## src/bto_defines.vh

```
`ifndef BTO_DEFINES_VH
`define BTO_DEFINES_VH
// ==========================================================
// Opcode fields
`define BTO_INVERT_TOP 4'h7
`define BTO_BRANCH_HIGH 8'he4
`define BTO_OP_TOP_MSB 15
`define BTO_OP_TOP_LSB 12
`define BTO_BIT_MSB 11
`define BTO_BIT_LSB 9
`define BTO_ACCESS_BIT 8
`define BTO_FILE_MSB 7
`define BTO_FILE_LSB 0
// ==========================================================
// Addressing
`define BTO_INDEXED_LIMIT 8'h5f
`define BTO_ACCESS_SPLIT 8'h60
`define BTO_ACCESS_HIGH_BANK 4'hf
// ==========================================================
// Quarter phases, counter step and reset values
`define BTO_Q1 2'h0
`define BTO_Q2 2'h1
`define BTO_Q3 2'h2
`define BTO_Q4 2'h3
`define BTO_PC_STEP 21'h00_0002
`define BTO_RESET_PC 21'h00_0000
`endif

```

## src/bto_bit_flip.v

```verilog
`timescale 1ns/10ps
// ==========================================================
// Single-bit inversion of one data byte
module bto_bit_flip (
  // Data in and selector
  input wire [7:0] byte_in,
  input wire [2:0] bit_sel_in,
  // Modified byte
  output wire [7:0] byte_out
);
  // Mask keeps the other seven bits untouched
  assign byte_out = byte_in ^ (8'h01 << bit_sel_in);
endmodule

```

## src/bto_core.v

```verilog
`timescale 1ns/10ps
// ==========================================================
`include "bto_defines.vh"
module bto_core (
  // Clock and reset
  input wire core_clk_in,
  input wire rstn_in,
  // Instruction word, held for a whole cycle from Q1
  input wire [15:0] instr_in,
  input wire instr_valid_in,
  // Core state
  input wire [20:0] pc_in,
  input wire [3:0] bank_select_register_in,
  input wire [11:0] fsr2_in,
  input wire extended_set_in,
  input wire overflow_flag_in,
  // Data memory read and write ports
  input wire [7:0] mem_rdata_in,
  output reg [11:0] mem_addr_out,
  output reg mem_rd_out,
  output reg mem_wr_out,
  output reg [7:0] mem_wdata_out,
  // Program counter load
  output reg pc_load_out,
  output reg [20:0] pc_target_out,
  // Pipeline status
  output reg [1:0] quarter_out,
  output reg flush_out,
  output reg bit_invert_op_out,
  output reg branch_on_overflow_op_out,
  output wire flags_write_out
);
  // ========================================================
  // Quarter-phase sequencer
  // Each clock edge closes one quarter; four edges make a cycle
  // Counter free-runs from reset, so the first edge after release
  // is always the Q1 decode edge
  reg [1:0] q_q;
  reg [1:0] q_d;
  reg flush_q;
  reg flush_d;
  reg inv_q;
  reg inv_d;
  reg bov_q;
  reg bov_d;
  reg [7:0] data_q;
  reg [7:0] data_d;
  reg [11:0] addr_d;
  reg [20:0] tgt_q;
  reg [20:0] tgt_d;
  reg taken_q;
  reg taken_d;
  wire [7:0] flipped;
  wire is_inv;
  wire is_bov;
  wire [7:0] file_addr;
  wire [20:0] offset_x2;

  // Neither operation updates status flags
  // Flags are owned elsewhere; this output port only tells their owner so
  assign flags_write_out = 1'b0;

  // ========================================================
  // Instruction decode
  // Decoder; a flushed cycle decodes nothing
  // Gating stops the discarded word starting a read or a branch
  // Opcodes matched on their fixed bits only; the rest are operands
  assign is_inv = instr_valid_in && !flush_q &&
    (instr_in[`BTO_OP_TOP_MSB:`BTO_OP_TOP_LSB] == `BTO_INVERT_TOP);
  assign is_bov = instr_valid_in && !flush_q &&
    (instr_in[15:8] == `BTO_BRANCH_HIGH);
  assign file_addr = instr_in[`BTO_FILE_MSB:`BTO_FILE_LSB];

  // Sign-extend and double the offset
  assign offset_x2 = {{12{instr_in[7]}}, instr_in[7:0], 1'b0};

  // Modifier is pure logic so Q3 can finish in one quarter
  bto_bit_flip u_flip (
    .byte_in(data_q),
    .bit_sel_in(instr_in[`BTO_BIT_MSB:`BTO_BIT_LSB]),
    .byte_out(flipped)
  );

  // ========================================================
  // Effective address of the bit invert operand
  // Indexed sum wraps at 12 bits; no range check on the result
  // Access bank: low part in bank 0, upper part in the top bank
  always @* begin
    if (instr_in[`BTO_ACCESS_BIT]) begin
      addr_d = {bank_select_register_in, file_addr};
    end else if (extended_set_in && file_addr <= `BTO_INDEXED_LIMIT) begin
      addr_d = fsr2_in + {4'h0, file_addr};
    end else if (file_addr < `BTO_ACCESS_SPLIT) begin
      addr_d = {4'h0, file_addr};
    end else begin
      addr_d = {`BTO_ACCESS_HIGH_BANK, file_addr};
    end
  end

  // ========================================================
  // Next-state logic per quarter
  always @* begin
    q_d = q_q + 2'h1;
    flush_d = flush_q;
    inv_d = inv_q;
    bov_d = bov_q;
    data_d = data_q;
    tgt_d = tgt_q;
    taken_d = taken_q;
    case (q_q)
      `BTO_Q1: begin
        // Decode
        inv_d = is_inv;
        bov_d = is_bov;
        taken_d = 1'b0;
      end
      `BTO_Q2: begin
        // Read operand for bit invert; branch does nothing here
        // Byte taken at the end of Q2, while the read strobe stands
        if (inv_q) begin
          data_d = mem_rdata_in;
        end
      end
      `BTO_Q3: begin
        // Process: invert or compute target
        // Overflow looked at once, here; later changes are ignored
        if (inv_q) begin
          data_d = flipped;
        end
        if (bov_q) begin
          tgt_d = pc_in + `BTO_PC_STEP + offset_x2;
          taken_d = overflow_flag_in;
        end
      end
      `BTO_Q4: begin
        // Taken branch turns the next cycle into a bubble
        // One bubble only: the flushed decode clears bov_q,
        // so this term is low at the end of the bubble
        flush_d = bov_q && taken_q;
      end
      default: begin
        q_d = `BTO_Q1;
      end
    endcase
  end

  // ========================================================
  // State registers
  // Operand byte and target hold between operations
  always @(posedge core_clk_in or negedge rstn_in) begin
    if (!rstn_in) begin
      q_q <= `BTO_Q1;
      flush_q <= 1'b0;
      inv_q <= 1'b0;
      bov_q <= 1'b0;
      data_q <= 8'h00;
      tgt_q <= `BTO_RESET_PC;
      taken_q <= 1'b0;
    end else begin
      q_q <= q_d;
      flush_q <= flush_d;
      inv_q <= inv_d;
      bov_q <= bov_d;
      data_q <= data_d;
      tgt_q <= tgt_d;
      taken_q <= taken_d;
    end
  end

  // ========================================================
  // Registered outputs, each valid during the named quarter
  // Strobes are one clock wide; the memory must take single pulses
  always @(posedge core_clk_in or negedge rstn_in) begin
    if (!rstn_in) begin
      mem_addr_out <= 12'h000;
      mem_rd_out <= 1'b0;
      mem_wr_out <= 1'b0;
      mem_wdata_out <= 8'h00;
      pc_load_out <= 1'b0;
      pc_target_out <= `BTO_RESET_PC;
      quarter_out <= `BTO_Q1;
      flush_out <= 1'b0;
      bit_invert_op_out <= 1'b0;
      branch_on_overflow_op_out <= 1'b0;
    end else begin
      quarter_out <= q_d;
      flush_out <= flush_d;
      bit_invert_op_out <= inv_d;
      branch_on_overflow_op_out <= bov_d;
      // Read strobe during Q2
      mem_rd_out <= (q_q == `BTO_Q1) && is_inv;
      if (q_q == `BTO_Q1) begin
        mem_addr_out <= addr_d;
      end
      // Write-back during Q4
      mem_wr_out <= (q_q == `BTO_Q3) && inv_q;
      if (q_q == `BTO_Q3 && inv_q) begin
        mem_wdata_out <= flipped;
      end
      // Counter load in Q4 only when taken; untaken never loads
      // Untaken branch leaves the counter to its normal increment
      pc_load_out <= (q_q == `BTO_Q3) && bov_q && taken_d;
      if (q_q == `BTO_Q3 && bov_q) begin
        pc_target_out <= tgt_d;
      end
    end
  end
endmodule

```

## config.mk

```make
export PLATFORM = sky130hd
export DESIGN_NAME = bto_core
export DESIGN_NICKNAME = d
export VERILOG_FILES = /design/src/bto_bit_flip.v /design/src/bto_core.v
export VERILOG_INCLUDE_DIRS = /design/src /design/src/src
export SDC_FILE = /design/constraint.sdc
export NUM_CORES = 1
export LEC_CHECK = 0
export BUFFER_PORTS_ARGS = -buffer_cell sky130_fd_sc_hd__buf_2
export CORE_AREA = 4 4 118 120
export CTS_CLUSTER_DIAMETER = 50
export CTS_CLUSTER_SIZE = 12
export DETAILED_ROUTE_END_ITERATION = 8
export DIE_AREA = 0 0 122 124
export GPL_TIMING_DRIVEN = 1
export PLACE_DENSITY = 0.51
export SLEW_MARGIN = 15
export SYNTH_ARGS = -nofsm -noshare
export SYNTH_HDL_FRONTEND = slang
export SYNTH_HIERARCHICAL = 1
export SYNTH_SLANG_ARGS = --single-unit
```

## constraint.sdc

```tcl
create_clock -name core_clk_in -period 2.62 [get_ports core_clk_in]
set_clock_uncertainty 0.2 [all_clocks]
set_input_delay 0 -clock core_clk_in [delete_from_list [all_inputs] [get_ports core_clk_in]]
set_output_delay 0 -clock core_clk_in [all_outputs]
set_load 0.1 [all_outputs]
```

Word level (Yosys, flattened, before mapping)
Index checks and enable logic that the tools add are counted.
- register bits after elaboration: 79
- output and inout bits: 50
- mux-type cells: 10
- shifts and indexed selects: 1
- reductions and logical operators: 13
- bitwise gates (word level): 1
- order comparisons: 2
- add/subtract/negate cells: 4
- equality and inequality tests: 7
- operators by type and width (cell ; count):
    $mux W21 ; 2
    $mux W12 ; 3
    $add A21 B2 Y21 const B ; 1
    $add A21 B21 Y21 ; 1
    $mux W8 ; 2
    $pmux W8 S2 ; 1
    $add A12 B8 Y12 ; 1
    $logic_and A1 B1 Y1 ; 9
    $eq A8 B8 Y1 const B ; 1
    $le A8 B7 Y1 const B ; 1
    $lt A8 B7 Y1 const B ; 1
    $shl A1 B3 Y8 const A ; 1
    $xor A8 B8 Y8 ; 1
    $eq A2 B2 Y1 const B ; 2
    $eq A4 B3 Y1 const B ; 1
    $ne A2 B2 Y1 const B ; 2
    $reduce_and A3 Y1 ; 1
    $add A2 B1 Y2 const B ; 1
    $eq A2 B1 Y1 const B ; 1
    $logic_not A2 Y1 ; 1
    $pmux W1 S2 ; 1
    $reduce_bool A2 Y1 ; 1
    $logic_not A1 Y1 ; 1
    $mux W1 ; 1

Logic depth before layout (Yosys ltp)
- depth after elaboration: 4
- mapped depth: 12
- depth with buffers taken out: 12

Hierarchy
The synthesis kept the hierarchy.
- modules (own cells, without submodules) (module ; times used ; area an instance (sq um) ; cells each):
    bto_core ; 1 ; 4077.7 ; 433
    bto_bit_flip ; 1 ; 125.1 ; 16

Worst setup path after synthesis
Ideal clock, no wire load.
- kind: reg2reg
- start: register, netlist name quarter_out[0]
- end: register mem_wdata_out[6]
- setup slack: 30 ps
- arrival time: 2264 ps
- path buffers: 1
- cell stages (with the launch flop): 6
- required time: 2294 ps
- setup time: 126 ps
- clock period less this slack: 2590 ps
- cell sequence: dfrtp_1 inv_1 ha_1 nand2_1 clkbuf_1 mux2_2
- RTL lines (element ; RTL line ; RTL):
    to (signal assigned) ; bto_core.v:198 ; mem_wdata_out <= flipped;
    to (decl) ; bto_core.v:22 ; output reg [7:0] mem_wdata_out,

Final worst setup path
- start: input port pc_in[2]
- end: register pc_target_out[14]
- longest elaborated chain between the ends: 4
- RTL lines (element ; RTL line ; RTL):
    from (decl) ; bto_core.v:12 ; input wire [20:0] pc_in,
    $add A21 B2 Y21 (no source line) ; n/a ;
    $add A21 B21 Y21 ; bto_core.v:131 ; tgt_d = pc_in + `BTO_PC_STEP + offset_x2;
    $mux W21 ; bto_core.v:130 ; if (bov_q) begin
    $mux W21 ; bto_core.v:110 ; case (q_q)
    to (signal assigned) ; bto_core.v:180 ; pc_target_out <= `BTO_RESET_PC;
    to (signal assigned) ; bto_core.v:204 ; pc_target_out <= tgt_d;
    to (decl) ; bto_core.v:25 ; output reg [20:0] pc_target_out,
Every way passes these cells.
A chain may end at the register's enable or synchronous reset.

==> results_dict.tcl <==
set metrics [dict create \
    finalNonFillerCells 789 \
    netlist_area_mm2 0.004203 \
    diodes 0 \
    antenna_found_initial 0 \
    synth_cell_type_count 57 \
    track_usage_pct 15.90 \
    die_h_um 124 \
    path_class "in -> reg" \
    htreeDepth 3 \
    comb_power_share_pct 31.4 \
    synth_edf_count 0 \
    ios 116 \
    final-max-slew-violation-count 0 \
    drt_wl_total_mm 12.05 \
    period_share_pct 97.04 \
    tritoncts "yes" \
    leakage_uw 0.002834 \
    pwr-share-clk_pct 39.4 \
    hold_viol_final 1 \
    swShare_pct 35.20 \
    syn_nets 566 \
    p_switching_uw 1163 \
    ys_seq_area_share_pct 34.53 \
    setup_viol 0 \
    seqPwrFrac_pct 29.2 \
    ant_nets 0 \
    synth_compound_area_share_pct 20.07 \
    synthesis.area_per_instance_um2 9.360 \
    fp.dieW_um 122 \
    crit_required_ns 2.64 \
    dr.pass1.iters 4 \
    yosys.area_share.simple_pct 15.15 \
    num_vias 3932 \
    clock.fmax_mhz 393.3 \
    fin_ws_ns 0.07761 \
    synth_xor_area_share_pct 6.043 \
    synthArstFlopShare_pct 100.0 \
    whs_ns -0.009665 \
    crit_fanout 5 \
    dp_cells 732 \
    drive_gt1_share_pct 28.87 \
    violations "hold timing" \
    initial_core_util_pct 32.38 \
    slew_headroom_pct 41.12 \
    end_kind "flip-flop" \
    hpwlAfterDp_mm 8.929 \
    min_period_ns 2.542 \
    intPower_uw 2141 \
    root_buffer "clkbuf_16" \
    synthMuxAreaShare_pct 5.180 \
    synth_top_family_by_area "compound AO/OA/AOI/OAI gates" \
    avgRoutedWirePerCell_um 15.28 \
    place_ws_ns 0.06247 \
    vias_per_cell 4.984 \
    grt_max_degree 36 \
    power.total_uw 3304 \
    portBuffers 114 \
    num-nets-final 725 \
    cp.arrival_ns 2.56 \
    cts_buffer_depth 2 \
    power_density_mw_per_mm2 568.9 \
    ys_seq_elements 58 \
    row_count 42 \
    hp-class "in -> reg" \
    syn2layout_area_growth_pct 38.20 \
    grt_pass1_vias 3980 \
    die_area_mm2 0.01513 \
    grt_overflow_total 0 \
    start_kind "input port" \
    ys.flop_type "dfrtp_1" \
    outcome "finished with violations" \
    drc 0 \
    yosysWarningCount 6 \
    synthAdderAreaFrac_pct 15.54 \
    core_mm2 0.01298 \
    utilization_pct 44.75 \
    gp_congestion 0.8730 \
    cts.sink_count 58 \
    worst_pin_slew_ns 0.8831 \
    syn_inst 449 \
    cts_buffers 9 \
    grt_pass1_wl_mm 19.15 \
    cap_violations 0 \
    clk_latency_ns 0.33 \
    drt-initial-drc-count 205 \
    vdd_drop_max_v 0.0002603 \
    path_clk_slew_ns 0.06 \
]
cells by family after synthesis:
logic type	after synthesis
multiplexers	20
AO/OA/AOI/OAI	129
flip-flops	58
XOR/XNOR	29
adder cells (fa/ha/maj)	51
AND/OR/NAND/NOR	125
buffers and inverters	36
other	1
sequential cells by signal, summed over array words and instances, names as in the netlist:
name	count
data_q	8
mem_rd_out	1
flush_out	1
taken_q	1
pc_load_out	1
quarter_out	2
mem_addr_out	12
mem_wr_out	1
branch_on_overflow_op_out	1
pc_target_out	21
mem_wdata_out	8
bit_invert_op_out	1
through the flow:
step	hold WS [ns]	TNS (ns)	instance area, um2
2_1_floorplan	-0.4956	0	4203
3_3_place_gp	-0.03293	0	4994
3_5_place_dp	-0.02870	0	4994
4_1_cts	0.01077	0	5723
5_1_grt	0.03206	-0.1150	5808
6_report	-0.009665	0	5808
metal layers:
metal | vias up | part of all wire [%] | global-route usage (%)
li1 | 1979 | - | -
met1 | 1851 | 44 | 19.87
met2 | 87 | 49 | 27.42
met3 | 15 | 4.9 | 2.861
met4 | 0 | 1.8 | 6.022
met5 | - | 0 | 0
layout make-up:
class / count / area (um2)
tap: 176 / 220.2
timing repair buffer: 164 / 1046
multi-input combinational: 355 / 2686
sequential: 58 / 1451
fill: 1307 / 7172
clock buffer: 10 / 239.0
inverter: 20 / 75.07
clock inverter: 6 / 90.09
worst max-delay path, stage by stage:
cell and delay [ns]:
dlygate4sd3_1 0.53, buf_2 0.12, ha_1 0.27, ha_2 0.19, inv_2 0.06, fa_2 0.23
nor2b_4 0.05, o31a_4 0.35, o21ai_4 0.19, o211ai_1 0.14, xor2_1 0.15, mux2_2 0.26
Yosys cell counts, types with 3 or more instances:
cell	instances	area, um2
a211oi_1	5	37.54
nand2b_1	3	18.77
clkbuf_1	11	41.29
o21bai_1	3	22.52
xnor2_1	17	148.9
mux2_2	14	157.7
nor2_1	20	75.07
nor2b_1	10	62.56
nor3_1	12	60.06
nor4b_1	3	26.28
a21o_1	8	60.06
o22ai_1	17	106.4
ha_1	49	613.1
nand3b_1	6	45.04
nand2_1	41	153.9
a21oi_1	40	200.2
nor3b_1	7	52.55
o211ai_1	6	45.04
mux2i_1	6	60.06
nand3_1	6	30.03
and3_1	5	31.28
nor4_1	4	25.02
o21ai_0	23	115.1
inv_1	20	75.07
dfrtp_1	58	1451
o211a_1	3	30.03
xor2_1	12	105.1
buf_2	3	15.01
nand4_1	3	18.77
power by group through the flow:
stage               clock network (uW)  logic [uW]  registers (uW)
floorplan                            0         401            1290
global placement                     0         951             980
detailed placement                   0         958             981
CTS                               1330        1010             965
global route                      1370        1120             970
finish                            1300        1040             965
placed cells by master (no fill, tap or decap), types with 17 or more instances in the layout:
master / instances
a21oi_1: 37
nand2_1: 41
xnor2_1: 17
nor2_1: 20
dlygate4sd3_1: 40
buf_2: 114
o21ai_0: 22
o22ai_1: 17
ha_1: 46
dfrtp_1: 58
inv_1: 19
repair_timing:
action / CTS / global route
buffers inserted: 0 / 1
hold endpoints to repair: 61 / 0
endpoints found under the setup margin: 0 / 11
hold buffers: 40 / 0
resized for setup: 0 / 17
worst paths after layout:
kind,start,end,slack (ns),depth (start not counted)
setup reg to reg,quarter_out[0]$_DFF_PN0_,mem_addr_out[8]$_DFFE_PN0P_,0.19,8
hold reg to reg,pc_target_out[6]$_DFFE_PN0P_,pc_target_out[6]$_DFFE_PN0P_,0.26,2
hold / removal,fsr2_in[6],mem_addr_out[6]$_DFFE_PN0P_,-0.01,4
min in group asynchronous,rstn_in,pc_target_out[14]$_DFFE_PN0P_,0.14,2
max in group asynchronous,rstn_in,taken_q$_DFF_PN0_,1.36,3
setup / recovery,pc_in[2],pc_target_out[14]$_DFFE_PN0P_,0.08,12
No activity file was read; power rests on OpenSTA's default activity.
